==> src/sac_map.vh <==
`ifndef SAC_MAP_VH
`define SAC_MAP_VH

// ----------------------------------------------------------------
// register map (byte addresses, 32-bit aligned words)
// ----------------------------------------------------------------
`define SAC_ADDR_W 8
`define SAC_OFF_CTRL 8'h00
`define SAC_OFF_STEP_CHANGE 8'h04
`define SAC_OFF_POSITION 8'h08
`define SAC_OFF_PHASE 8'h0C

// ----------------------------------------------------------------
// field positions
// ----------------------------------------------------------------
`define SAC_CTRL_RES_LSB 0
`define SAC_CTRL_RES_MSB 2
`define SAC_CTRL_SLEEP_BIT 3
`define SAC_SC_LSB 0
`define SAC_SC_MSB 5
`define SAC_PH_MAG_A_LSB 0
`define SAC_PH_MAG_A_MSB 5
`define SAC_PH_POL_A_BIT 6
`define SAC_PH_MAG_B_LSB 8
`define SAC_PH_MAG_B_MSB 13
`define SAC_PH_POL_B_BIT 14

// ----------------------------------------------------------------
// microstep resolution codes
// ----------------------------------------------------------------
`define SAC_RES_FULL1 3'h0
`define SAC_RES_FULL2 3'h1
`define SAC_RES_HALF_COMP 3'h2
`define SAC_RES_HALF_UNCOMP 3'h3
`define SAC_RES_QUARTER 3'h4
`define SAC_RES_EIGHTH 3'h5
`define SAC_RES_SIXTEENTH 3'h6

// ----------------------------------------------------------------
// step grids, offsets, home, reset values
// ----------------------------------------------------------------
`define SAC_GRID_FULL 6'h10
`define SAC_GRID_HALF 6'h08
`define SAC_GRID_QUARTER 6'h04
`define SAC_GRID_EIGHTH 6'h02
`define SAC_GRID_SIXTEENTH 6'h01
`define SAC_OFFSET_FULL2 6'h08
`define SAC_OFFSET_NONE 6'h00
`define SAC_HOME_DEFAULT 6'h08
`define SAC_HOME_FULL1 6'h00
`define SAC_RES_RESET 3'h6
`define SAC_QUADRANT 6'h10
`define SAC_HALF_CYCLE 6'h20
`define SAC_THREE_QUARTER 6'h30
`define SAC_FULL_SCALE_IDX 5'h0F
`define SAC_RESP_OKAY 2'h0
`define SAC_RESP_SLVERR 2'h2

`endif

==> src/sac_phase_lut.v <==
`timescale 1ns/1ps
`default_nettype none
`include "sac_map.vh"

module sac_phase_lut (
   // position
   input wire [5:0] angle,
   input wire uncomp,
   // phase currents
   output reg [5:0] mag_a,
   output reg [5:0] mag_b,
   output reg pol_a,
   output reg pol_b
);

   // ----------------------------------------------------------------
   // quarter-wave table, index 0..16
   // ----------------------------------------------------------------
   function [5:0] phase_table_entry;
      input [4:0] k;
      begin
         case (k)
            5'h00: phase_table_entry = 6'h00;
            5'h01: phase_table_entry = 6'h05;
            5'h02: phase_table_entry = 6'h0B;
            5'h03: phase_table_entry = 6'h12;
            5'h04: phase_table_entry = 6'h17;
            5'h05: phase_table_entry = 6'h1D;
            5'h06: phase_table_entry = 6'h23;
            5'h07: phase_table_entry = 6'h28;
            5'h08: phase_table_entry = 6'h2C;
            5'h09: phase_table_entry = 6'h30;
            5'h0A: phase_table_entry = 6'h34;
            5'h0B: phase_table_entry = 6'h37;
            5'h0C: phase_table_entry = 6'h3A;
            5'h0D: phase_table_entry = 6'h3C;
            5'h0E: phase_table_entry = 6'h3E;
            default: phase_table_entry = 6'h3F;
         endcase
      end
   endfunction

   // sine magnitude; the table is mirrored about each quadrant peak
   function [5:0] sine_mag;
      input [5:0] a;
      reg [4:0] idx;
      begin
         idx = a[4:0];
         if (idx > 5'h10) begin
            sine_mag = phase_table_entry(5'h00 - idx);
         end else begin
            sine_mag = phase_table_entry(idx);
         end
      end
   endfunction

   reg [5:0] cos_angle;

   always @* begin
      cos_angle = angle + `SAC_QUADRANT;
      pol_a = (angle > `SAC_HALF_CYCLE);
      pol_b = (angle > `SAC_QUADRANT) && (angle < `SAC_THREE_QUARTER);
      // intermediate half steps run both phases at full scale
      if (uncomp && (angle[3:0] != 4'h0)) begin
         mag_a = phase_table_entry(`SAC_FULL_SCALE_IDX);
         mag_b = phase_table_entry(`SAC_FULL_SCALE_IDX);
      end else begin
         mag_a = sine_mag(angle);
         mag_b = sine_mag(cos_angle);
      end
   end

endmodule
`default_nettype wire

==> src/sac_top.v <==
// How it works
// - each step rising edge moves the angle by the selected resolution's increment
// - serial step change ignores resolution and direction settings entirely
// - sixteenth step moves the angle by exactly one per edge
// - single-phase full step uses only angles 0, 16, 32, 48
// - two-phase full step uses only angles 8, 24, 40, 56
// - compensated half step uses the eight multiples of 8
// - uncompensated half step drives active phases at full-scale entry fifteen
// - quarter step uses the sixteen multiples of 4
// - eighth step uses the 32 even angles
// - quarter, eighth, sixteenth use compensated table currents
// - resolution may change between edges; next edge goes to nearest allowed angle
// - from 57 forward, quarter gives 60 and half gives 0
// - reset or sleep exit sets home: 8, or 0 in single-phase full step
// - all angle arithmetic is modulo 64
// - outputs a 6-bit magnitude and polarity per phase from the table
//
// Our own choices: the placing of the registers and register access over AXI4-Lite.
`timescale 1ns/1ps
`default_nettype none
`include "sac_map.vh"

module sac_top (
   // clock and reset
   input wire aclk,
   input wire aresetn,
   // step and direction pins
   input wire step_in,
   input wire dir_in,
   // axi4-lite write address
   input wire awvalid,
   output reg awready,
   input wire [`SAC_ADDR_W-1:0] awaddr,
   input wire [2:0] awprot,
   // axi4-lite write data
   input wire wvalid,
   output reg wready,
   input wire [31:0] wdata,
   input wire [3:0] wstrb,
   // axi4-lite write response
   output reg bvalid,
   input wire bready,
   output reg [1:0] bresp,
   // axi4-lite read address
   input wire arvalid,
   output reg arready,
   input wire [`SAC_ADDR_W-1:0] araddr,
   input wire [2:0] arprot,
   // axi4-lite read data
   output reg rvalid,
   input wire rready,
   output reg [31:0] rdata,
   output reg [1:0] rresp,
   // position and phase currents
   output reg [5:0] step_angle,
   output reg [5:0] mag_a,
   output reg [5:0] mag_b,
   output reg pol_a,
   output reg pol_b
);

   // ----------------------------------------------------------------
   // resolution helpers
   // ----------------------------------------------------------------
   function [5:0] res_grid;
      input [2:0] res;
      begin
         case (res)
            `SAC_RES_FULL1: res_grid = `SAC_GRID_FULL;
            `SAC_RES_FULL2: res_grid = `SAC_GRID_FULL;
            `SAC_RES_HALF_COMP: res_grid = `SAC_GRID_HALF;
            `SAC_RES_HALF_UNCOMP: res_grid = `SAC_GRID_HALF;
            `SAC_RES_QUARTER: res_grid = `SAC_GRID_QUARTER;
            `SAC_RES_EIGHTH: res_grid = `SAC_GRID_EIGHTH;
            // unused code 7 behaves as sixteenth
            default: res_grid = `SAC_GRID_SIXTEENTH;
         endcase
      end
   endfunction

   function [5:0] res_offset;
      input [2:0] res;
      begin
         if (res == `SAC_RES_FULL2) begin
            res_offset = `SAC_OFFSET_FULL2;
         end else begin
            res_offset = `SAC_OFFSET_NONE;
         end
      end
   endfunction

   function [5:0] home_angle;
      input [2:0] res;
      begin
         if (res == `SAC_RES_FULL1) begin
            home_angle = `SAC_HOME_FULL1;
         end else begin
            home_angle = `SAC_HOME_DEFAULT;
         end
      end
   endfunction

   // nearest grid point strictly beyond the angle in the step direction;
   // 6-bit operands wrap naturally, so no explicit modulo is needed
   function [5:0] next_angle;
      input [5:0] a;
      input [2:0] res;
      input fwd;
      reg [5:0] g;
      reg [5:0] o;
      reg [5:0] rel;
      reg [5:0] mask;
      reg [5:0] base;
      begin
         g = res_grid(res);
         o = res_offset(res);
         rel = a - o;
         mask = ~(g - 6'h01);
         if (fwd) begin
            base = (rel & mask) + g;
         end else begin
            base = ((rel + g - 6'h01) & mask) - g;
         end
         next_angle = base + o;
      end
   endfunction

   function addr_is;
      input [`SAC_ADDR_W-1:0] addr;
      input [`SAC_ADDR_W-1:0] off;
      begin
         addr_is = ({addr[`SAC_ADDR_W-1:2], 2'h0} == off);
      end
   endfunction

   // ----------------------------------------------------------------
   // state
   // ----------------------------------------------------------------
   reg [2:0] res_q;
   reg sleep_q;
   reg sleep_prev_q;
   reg step_prev_q;
   reg [5:0] angle_q;
   reg [5:0] angle_d;
   reg aw_have_q;
   reg w_have_q;
   reg [`SAC_ADDR_W-1:0] awaddr_q;
   reg [31:0] wdata_q;
   reg [3:0] wstrb_q;
   reg [31:0] rd_mux;
   reg rd_ok;
   wire do_write;
   wire wr_ctrl;
   wire wr_step_change;
   wire wr_known;
   wire step_rise;
   wire sleep_exit;
   wire [5:0] lut_mag_a;
   wire [5:0] lut_mag_b;
   wire lut_pol_a;
   wire lut_pol_b;

   // ----------------------------------------------------------------
   // write decode
   // ----------------------------------------------------------------
   assign do_write = aw_have_q && w_have_q && !bvalid;
   // byte 0 disabled: answered okay, nothing changes
   assign wr_ctrl = do_write && addr_is(awaddr_q, `SAC_OFF_CTRL) && wstrb_q[0];
   assign wr_step_change = do_write && addr_is(awaddr_q, `SAC_OFF_STEP_CHANGE) && wstrb_q[0];
   assign wr_known = addr_is(awaddr_q, `SAC_OFF_CTRL) || addr_is(awaddr_q, `SAC_OFF_STEP_CHANGE) ||
      addr_is(awaddr_q, `SAC_OFF_POSITION) || addr_is(awaddr_q, `SAC_OFF_PHASE);

   // ----------------------------------------------------------------
   // axi write channels
   // ----------------------------------------------------------------
   // address and data are taken independently, one write at a time
   always @(posedge aclk) begin
      if (!aresetn) begin
         awready <= 1'b1;
         wready <= 1'b1;
         aw_have_q <= 1'b0;
         w_have_q <= 1'b0;
         awaddr_q <= {`SAC_ADDR_W{1'b0}};
         wdata_q <= 32'h00000000;
         wstrb_q <= 4'h0;
         bvalid <= 1'b0;
         bresp <= `SAC_RESP_OKAY;
      end else begin
         if (awvalid && awready) begin
            aw_have_q <= 1'b1;
            awaddr_q <= awaddr;
            awready <= 1'b0;
         end
         if (wvalid && wready) begin
            w_have_q <= 1'b1;
            wdata_q <= wdata;
            wstrb_q <= wstrb;
            wready <= 1'b0;
         end
         if (do_write) begin
            aw_have_q <= 1'b0;
            w_have_q <= 1'b0;
            bvalid <= 1'b1;
            bresp <= wr_known ? `SAC_RESP_OKAY : `SAC_RESP_SLVERR;
         end
         if (bvalid && bready) begin
            bvalid <= 1'b0;
            awready <= 1'b1;
            wready <= 1'b1;
         end
      end
   end

   // ----------------------------------------------------------------
   // control register
   // ----------------------------------------------------------------
   // resolution and sleep land together, so a sleep exit homes on the new resolution
   always @(posedge aclk) begin
      if (!aresetn) begin
         res_q <= `SAC_RES_RESET;
         sleep_q <= 1'b0;
      end else if (wr_ctrl) begin
         res_q <= wdata_q[`SAC_CTRL_RES_MSB:`SAC_CTRL_RES_LSB];
         sleep_q <= wdata_q[`SAC_CTRL_SLEEP_BIT];
      end
   end

   // ----------------------------------------------------------------
   // step angle counter
   // ----------------------------------------------------------------
   // step pin is taken as synchronous; one edge detector register
   assign step_rise = step_in && !step_prev_q;
   assign sleep_exit = sleep_prev_q && !sleep_q;

   always @* begin
      angle_d = angle_q;
      if (sleep_exit) begin
         angle_d = home_angle(res_q);
      end else if (sleep_q) begin
         // asleep: neither pins nor serial writes move the motor
         angle_d = angle_q;
      end else if (wr_step_change) begin
         // serial path adds the two's-complement value, no grid, no direction
         angle_d = angle_q + wdata_q[`SAC_SC_MSB:`SAC_SC_LSB];
      end else if (step_rise) begin
         // a coincident step edge loses to a serial write in the same cycle
         angle_d = next_angle(angle_q, res_q, dir_in);
      end
   end

   always @(posedge aclk) begin
      if (!aresetn) begin
         step_prev_q <= 1'b0;
         sleep_prev_q <= 1'b0;
         angle_q <= `SAC_HOME_DEFAULT;
      end else begin
         step_prev_q <= step_in;
         sleep_prev_q <= sleep_q;
         angle_q <= angle_d;
      end
   end

   // ----------------------------------------------------------------
   // phase current lookup
   // ----------------------------------------------------------------
   // uncompensated half step is a table override, not a grid of its own
   sac_phase_lut u_lut (
      .angle(angle_q),
      .uncomp(res_q == `SAC_RES_HALF_UNCOMP),
      .mag_a(lut_mag_a),
      .mag_b(lut_mag_b),
      .pol_a(lut_pol_a),
      .pol_b(lut_pol_b)
   );

   // outputs lag the angle by one cycle; they stay consistent with each other
   always @(posedge aclk) begin
      if (!aresetn) begin
         step_angle <= `SAC_HOME_DEFAULT;
         mag_a <= 6'h00;
         mag_b <= 6'h00;
         pol_a <= 1'b0;
         pol_b <= 1'b0;
      end else begin
         step_angle <= angle_q;
         mag_a <= lut_mag_a;
         mag_b <= lut_mag_b;
         pol_a <= lut_pol_a;
         pol_b <= lut_pol_b;
      end
   end

   // ----------------------------------------------------------------
   // read decode
   // ----------------------------------------------------------------
   always @* begin
      rd_mux = 32'h00000000;
      rd_ok = 1'b1;
      if (addr_is(araddr, `SAC_OFF_CTRL)) begin
         rd_mux[`SAC_CTRL_RES_MSB:`SAC_CTRL_RES_LSB] = res_q;
         rd_mux[`SAC_CTRL_SLEEP_BIT] = sleep_q;
      end else if (addr_is(araddr, `SAC_OFF_STEP_CHANGE)) begin
         // write-only trigger, reads back as zero
         rd_mux = 32'h00000000;
      end else if (addr_is(araddr, `SAC_OFF_POSITION)) begin
         rd_mux[`SAC_SC_MSB:`SAC_SC_LSB] = step_angle;
      end else if (addr_is(araddr, `SAC_OFF_PHASE)) begin
         rd_mux[`SAC_PH_MAG_A_MSB:`SAC_PH_MAG_A_LSB] = mag_a;
         rd_mux[`SAC_PH_POL_A_BIT] = pol_a;
         rd_mux[`SAC_PH_MAG_B_MSB:`SAC_PH_MAG_B_LSB] = mag_b;
         rd_mux[`SAC_PH_POL_B_BIT] = pol_b;
      end else begin
         rd_ok = 1'b0;
      end
   end

   // ----------------------------------------------------------------
   // axi read channels
   // ----------------------------------------------------------------
   // data captured at the address edge, so later moves cannot tear a pending answer
   always @(posedge aclk) begin
      if (!aresetn) begin
         arready <= 1'b1;
         rvalid <= 1'b0;
         rdata <= 32'h00000000;
         rresp <= `SAC_RESP_OKAY;
      end else begin
         if (arvalid && arready) begin
            arready <= 1'b0;
            rvalid <= 1'b1;
            rdata <= rd_mux;
            rresp <= rd_ok ? `SAC_RESP_OKAY : `SAC_RESP_SLVERR;
         end
         if (rvalid && rready) begin
            rvalid <= 1'b0;
            arready <= 1'b1;
         end
      end
   end

endmodule
`default_nettype wire

==> config.mk <==
export PLATFORM = sky130hd
export DESIGN_NAME = sac_top
export DESIGN_NICKNAME = d
export VERILOG_FILES = /design/src/sac_phase_lut.v /design/src/sac_top.v
export VERILOG_INCLUDE_DIRS = /design/src /design/src/src
export SDC_FILE = /design/constraint.sdc
export NUM_CORES = 1
export LEC_CHECK = 0
export BUFFER_PORTS_ARGS = -buffer_cell sky130_fd_sc_hd__clkbuf_2
export CAP_MARGIN = 30
export CORE_MARGIN = 4
export CORE_UTILIZATION = 35
export DETAILED_ROUTE_END_ITERATION = 8
export GPL_TIMING_DRIVEN = 0
export HOLD_SLACK_MARGIN = 0.03
export PLACE_DENSITY = 0.57
export SLEW_MARGIN = 5
export SYNTH_ARGS = -nofsm -noshare
export SYNTH_HDL_FRONTEND = slang
export SYNTH_SLANG_ARGS = --single-unit
==> constraint.sdc <==
create_clock -name aclk -period 9.3 [get_ports aclk]
set_input_delay 1.86 -clock aclk [delete_from_list [all_inputs] [get_ports aclk]]
set_output_delay 1.86 -clock aclk [all_outputs]
set_load 0.03 [all_outputs]
==> results of run 1 <==
==> registers in the layout (all words and copies together) (netlist names), 3 cells and up, named ones only <==
| signal | flops |
|---|---|
| mag_a | 6 |
| awaddr_q | 6 |
| wdata_q | 6 |
| res_q | 3 |
| mag_b | 6 |
| rdata | 14 |
| step_angle | 6 |
| angle_q | 6 |
==> critical path, cell delays in order, from the launching register on <==
cell and delay, ns:
dfxtp_1 0.38, clkbuf_1 0.37, clkbuf_1 0.46, or3b_2 0.49, ha_1 0.32, fa_1 0.56
clkbuf_1 0.35, nand2_1 0.13, nor2_1 0.15, xnor2_1 0.13, nor2_1 0.06, a21oi_1 0.15
ha_1 0.25, o31ai_1 0.27, a211oi_1 0.12, nor3b_4 0.40, inv_1 0.11, and3_1 0.19
a21oi_1 0.15
==> power by group <==
part	total [W]	switching (W)	internal (W)	leakage (nW)
clock network	0.000424	0.000134	0.000291	0.177
logic	0.000346	0.000212	0.000134	1.75
registers	0.000374	0.0000255	0.000349	0.607
total	0.00114	0.000371	0.000773	2.53
==> final timing paths <==
check	to	slack (ns)	cells past startpoint
min reg2reg	wstrb_q[0]$_SDFFE_PN0P_	0.46	2
min	wstrb_q[0]$_SDFFE_PN0P_	0.46	2
max reg2reg	register	4.16	18
max	register	4.16	18
==> cell families (layout without fill, tap and decap cells) <==
logic type | count (synthesis) | after routing | synth area share [%]
AO/OA/AOI/OAI | 138 | 138 | 18.6
XOR/XNOR | 17 | 17 | 3.23
adder cells (fa/ha/maj) | 39 | 39 | 10.9
buffers and inverters | 85 | 165 | 8.78
flip-flops | 74 | 74 | 32.2
multiplexers | 26 | 26 | 6.50
other | 1 | 20 | 0.0815
AND/OR/NAND/NOR | 179 | 179 | 19.7
==> metrics by stage <==
step / cells / utilization (%) / cell area (µm²)
floorplan: 578 / - / 4670
global placement: 814 / 40.8 / 5210
detailed placement: 814 / 40.8 / 5210
CTS: 830 / 43.7 / 5580
global route: 830 / 43.7 / 5580
finish: 830 / 43.7 / 5580
==> placed cells by master (no fill, tap or decap), types with 6 or more instances in the layout <==
cell type / netlist / layout
xnor2_1: 12 / 12
buf_4: 20 / 20
nand3_1: 27 / 27
a31oi_1: 6 / 6
o21ai_0: 32 / 32
and2_1: 7 / 7
inv_1: 31 / 31
nor2_1: 48 / 48
mux2_2: 7 / 7
nor2b_1: 7 / 7
mux2i_1: 16 / 16
a22oi_1: 12 / 12
nand2b_1: 7 / 7
ha_1: 37 / 37
nor3_1: 6 / 6
conb_1: 1 / 20
a21oi_1: 51 / 51
nand2_1: 50 / 50
dfxtp_1: 74 / 74
clkbuf_1: 27 / 28
clkbuf_16: 0 / 9
clkbuf_2: 1 / 65
==> layout make-up <==
type                       instances  area, µm²
buffer                            52        280
clock buffer                      10        229
clock inverter                     6        138
fill                            1291       7200
inverter                          33        124
multi-input combinational        419       2790
sequential                        74       1480
tap                              172        215
timing repair buffer              64        320
==> per-layer routing <==
layer / vias up / GRT usage, % / share of wire, %
met5: - / 0 / 0
met4: 0 / 5.25 / 1.5
met3: 19 / 4.61 / 6.9
met2: 130 / 26.1 / 44
met1: 1921 / 21.7 / 48
li1: 2100 / - / -
==> impl_metrics.env, run 1 <==
export IMPL_wl_per_cell_um=14.4
export IMPL_cts_root_buffer="clkbuf_16"
export IMPL_fin_crit_sh_pct=55.2
export IMPL_gr_usage_all_layers_pct=16.5
export IMPL_cts_resized=0
export IMPL_critical_path_max_fanout=10
export IMPL_diodes=0
export IMPL_worst_skew_pair_late_latency_ns=0.34
export IMPL_max_slew_margin_rel_pct=41.5
export IMPL_cp_required_ns=9.55
export IMPL_netlist_top_cells_count="74 x dfxtp_1, 51 x a21oi_1, 50 x nand2_1"
export IMPL_status="finished clean"
export IMPL_skew_ns=0.00677
export IMPL_holdWs_ns=0.460
export IMPL_cts_sinks=74
export IMPL_drc=0
export IMPL_dp_hpwl_mm=9.46
export IMPL_die_area_mm2=0.0151
export IMPL_setup_viol=0
export IMPL_post_cts_buffers=0
export IMPL_syn_avg_cell_area_um2=8.23
export IMPL_synth_most_common_cell="dfxtp_1"
export IMPL_grt_ovfl_total=0
export IMPL_nNetsFinal=759
export IMPL_leakagePower_nw=2.53
export IMPL_yosys_top_cells_area="dfxtp_1 32%, ha_1 10%, a21oi_1 5.5%"
export IMPL_ys_ff_latch=74
export IMPL_grt_pass1_wl_mm=19.7
export IMPL_worstPathArrival_ns=5.39
export IMPL_timing_rr_start="res_q[2]$_SDFFE_PN1P_"
export IMPL_min_from="wstrb_q[0]$_SDFFE_PN0P_"
export IMPL_antenna_found_initial=0
export IMPL_setup_ws_ns=4.16
export IMPL_grt_max_degree=14
export IMPL_via_count=4170
export IMPL_die_width_um=123
export IMPL_synth_top_area_share_pct=32.2
export IMPL_crit_type="register to register"
export IMPL_min_period_ns=5.14
export IMPL_tns_ns=0
export IMPL_power_w=0.00114
export IMPL_via_per_inst=5.02
export IMPL_startpoint="res_q[2]$_SDFFE_PN1P_"
export IMPL_worst_setup_path_end_kind="register"
export IMPL_tightestPinTransition_ns=0.870
export IMPL_die_height_um=123
export IMPL_drt_iter0_markers=235
export IMPL_ys_warn_count=0
export IMPL_hold_path_class="register to register"
export IMPL_fmax_mhz=195
export IMPL_synth_async_reset_ratio_pct=0
export IMPL_cts_buffers_inserted=9
export IMPL_drv_cap=0
export IMPL_clock_path_buffers=2
export IMPL_start_util_pct=36.0
export IMPL_critPathLaunchType="register"
export IMPL_coreArea_mm2=0.0128
export IMPL_portBuffers=64
export IMPL_synthCells=559
export IMPL_first_pass_iters=7
export IMPL_grt_pass1_vias=3992
export IMPL_h_tree_depth=3
export IMPL_synth_distinct_cells=66
export IMPL_powerDensity_mw_per_mm2=205
export IMPL_syn_cell_area_mm2=0.00460
export IMPL_maxSlewViolCount=0
export IMPL_area_growth_pct=21.1
export IMPL_cts_hold_buf=0
export IMPL_ant_nets=0
export IMPL_hold_viol_final=0
export IMPL_io_pins=128
export IMPL_ir_drop_mv=0.123
export IMPL_synth_seq_area_share_pct=32.2
export IMPL_wl_mm=12.0
export IMPL_yosysTopAreaCell="dfxtp_1"
export IMPL_drive_gt1_share_pct=18.7
export IMPL_synth_top_flop_cell="dfxtp_1"
export IMPL_place_ws_ns=4.23
export IMPL_rows=41
export IMPL_cts_tree="yes"
export IMPL_place_gp_congestion=0.880
export IMPL_rsz0062_at_grt="no"
export IMPL_clk_pin_slew_worst_paths_ns=0.06
export IMPL_synth_edf_count=0
Power figures use the tool's default switching activity.
==> run 2: changes to the inputs <==
Settings changed: PLACE_DENSITY 0.57 to 0.59.
Clock period 9.3 ns to 4.29 ns, I/O delays scaled along.
==> run 2 against run 1 <==
Compared with the run above:
- global-route usage fell by 0.13 points
- die area stayed put
- combinational power grew 130%
- setup slack worse by 4.0 ns
- power up 100%
- routed wire length fell by 0.58%
- register-to-register slack got worse by 4.0 ns
- highest routed layer unchanged
- fmax grew 24%
- core utilization up 0.74 points
- sequential share of layout area down 0.22 points
- clock power increased by 74%
==> impl_metrics.env, run 2 (synthesis results as in run 1) <==
export IMPL_largest_register="rdata"
export IMPL_drc=0
export IMPL_start_util_pct=36.0
export IMPL_worst_setup_path_end_kind="register"
export IMPL_crit_type="register to register"
export IMPL_drt_iter0_markers=301
export IMPL_fmax_mhz=242
export IMPL_die_area_mm2=0.0151
export IMPL_leakagePower_nw=2.57
export IMPL_gr_usage_all_layers_pct=16.3
export IMPL_portBuffers=64
export IMPL_cts_sinks=74
export IMPL_rows=41
export IMPL_drv_cap=0
export IMPL_tightestPinTransition_ns=0.830
export IMPL_grt_max_degree=14
export IMPL_sequentialPowerShare_pct=34.9
export IMPL_nNetsFinal=766
export IMPL_die_height_um=123
export IMPL_final_cell_mix="68 x dfxtp_1, 66 x clkbuf_2, 51 x a21oi_1"
export IMPL_place_gp_congestion=0.854
export IMPL_min_period_ns=4.13
export IMPL_critical_path_max_fanout=10
export IMPL_powerDensity_mw_per_mm2=411
export IMPL_critPathLaunchType="register"
export IMPL_holdPathStages=2
export IMPL_via_count=4196
export IMPL_h_tree_depth=3
export IMPL_worstRegToRegCells=19
export IMPL_final_common_cell="dfxtp_1"
export IMPL_grt_ovfl_total=0
export IMPL_status="finished clean"
export IMPL_die_width_um=123
export IMPL_drive_gt1_share_pct=23.3
export IMPL_maxSlewViolCount=0
export IMPL_hold_path_class="register to register"
export IMPL_p_sw_w=0.000811
export IMPL_diodes=0
export IMPL_ant_nets=0
export IMPL_tns_ns=0
export IMPL_power_w=0.00233
export IMPL_grt_pass1_vias=4030
export IMPL_cp_required_ns=4.51
export IMPL_area_growth_pct=23.2
export IMPL_worst_skew_pair_late_latency_ns=0.34
export IMPL_largest_register_ffs=14
export IMPL_via_per_inst=5.01
export IMPL_setup_viol=0
export IMPL_coreArea_mm2=0.0128
export IMPL_clock_path_buffers=2
export IMPL_ir_drop_mv=0.201
export IMPL_p_int_w=0.00152
export IMPL_p_sw_share_pct=34.8
export IMPL_first_pass_iters=5
export IMPL_hold_viol_final=0
export IMPL_postLayoutCoreUtil_pct=44.4
export IMPL_io_pins=128
export IMPL_setup_ws_ns=0.159
export IMPL_place_ws_ns=-0.753
export IMPL_cts_tree="yes"
export IMPL_max_slew_margin_rel_pct=44.3
export IMPL_comb_power_share_pct=33.4
export IMPL_worstPathArrival_ns=4.35
export IMPL_antenna_found_initial=0
export IMPL_wl_per_cell_um=14.2
export IMPL_dp_hpwl_mm=9.40
export IMPL_clk_pin_slew_worst_paths_ns=0.06
export IMPL_grt_pass1_wl_mm=19.6
export IMPL_cts_buffers_inserted=9
export IMPL_skew_ns=0.00362
export IMPL_fin_crit_sh_pct=96.3
export IMPL_cts_root_buffer="clkbuf_16"
export IMPL_wl_mm=11.9
export IMPL_pwr_share_clk_pct=31.6
[run 2: layer usage]
| layer | track usage, % | vias to the layer above | part of all wire, % |
|---|---|---|---|
| met5 | 0 | - | 0 |
| met4 | 4.62 | 0 | 1.4 |
| met3 | 3.41 | 20 | 7.0 |
| met2 | 27.3 | 153 | 44 |
| met1 | 21.3 | 1901 | 47 |
| li1 | - | 2122 | - |
[run 2: layout make-up]
cell class                 instances  area [µm²]
fill                            1281        7100
multi-input combinational        419        2830
sequential                        74        1490
timing repair buffer              75         407
buffer                            48         298
clock buffer                      10         229
tap                              172         215
inverter                          33         131
clock inverter                     6        66.3
[run 2: timing repair]
item	CTS	global route
pin swaps	1	10
setup buffers	3	8
resized for setup	26	15
endpoints found under the setup margin	9	7
hold buffers	0	0
[run 2: power groups by stage]
stage / registers (W) / clock network, W / logic, W
4_1_cts: 0.000811 / 0.000755 / 0.000764
3_3_place_gp: 0.000825 / 0 / 0.000731
2_1_floorplan: 0.000882 / 0 / 0.000498
5_1_grt: 0.000824 / 0.000788 / 0.000863
6_report: 0.000814 / 0.000737 / 0.000779
3_5_place_dp: 0.000826 / 0 / 0.000745
[run 2: stage by stage]
stage          instances  hold slack, ns  area (µm²)
2_1_floorplan        578           0.432        4670
3_3_place_gp         814           0.453        5210
3_5_place_dp         814           0.454        5210
4_1_cts              831           0.462        5600
5_1_grt              837           0.489        5670
6_report             837           0.460        5670
[run 2: worst paths after layout]
path	endpoint	from	slack [ns]
worst max register to register	register	res_q[2]$_SDFFE_PN1P_	0.16
worst min-delay path	wstrb_q[0]$_SDFFE_PN0P_	wstrb_q[0]$_SDFFE_PN0P_	0.46
worst min register to register	wstrb_q[0]$_SDFFE_PN0P_	wstrb_q[0]$_SDFFE_PN0P_	0.46
worst max-delay path	register	res_q[2]$_SDFFE_PN1P_	0.16
[run 2: worst max-delay path, cell delays in order, from the launching register on]
cell	delay, ns
dfxtp_2	0.34
clkbuf_8	0.17
nor2_4	0.16
and2_4	0.17
ha_1	0.24
ha_1	0.29
inv_1	0.04
ha_1	0.33
xor2_1	0.18
nor2_1	0.06
ha_1	0.34
xnor2_1	0.15
nor2_1	0.06
a21oi_1	0.16
ha_1	0.27
o31ai_2	0.24
a211oi_2	0.09
nor3b_4	0.28
buf_6	0.15
mux2_4	0.29
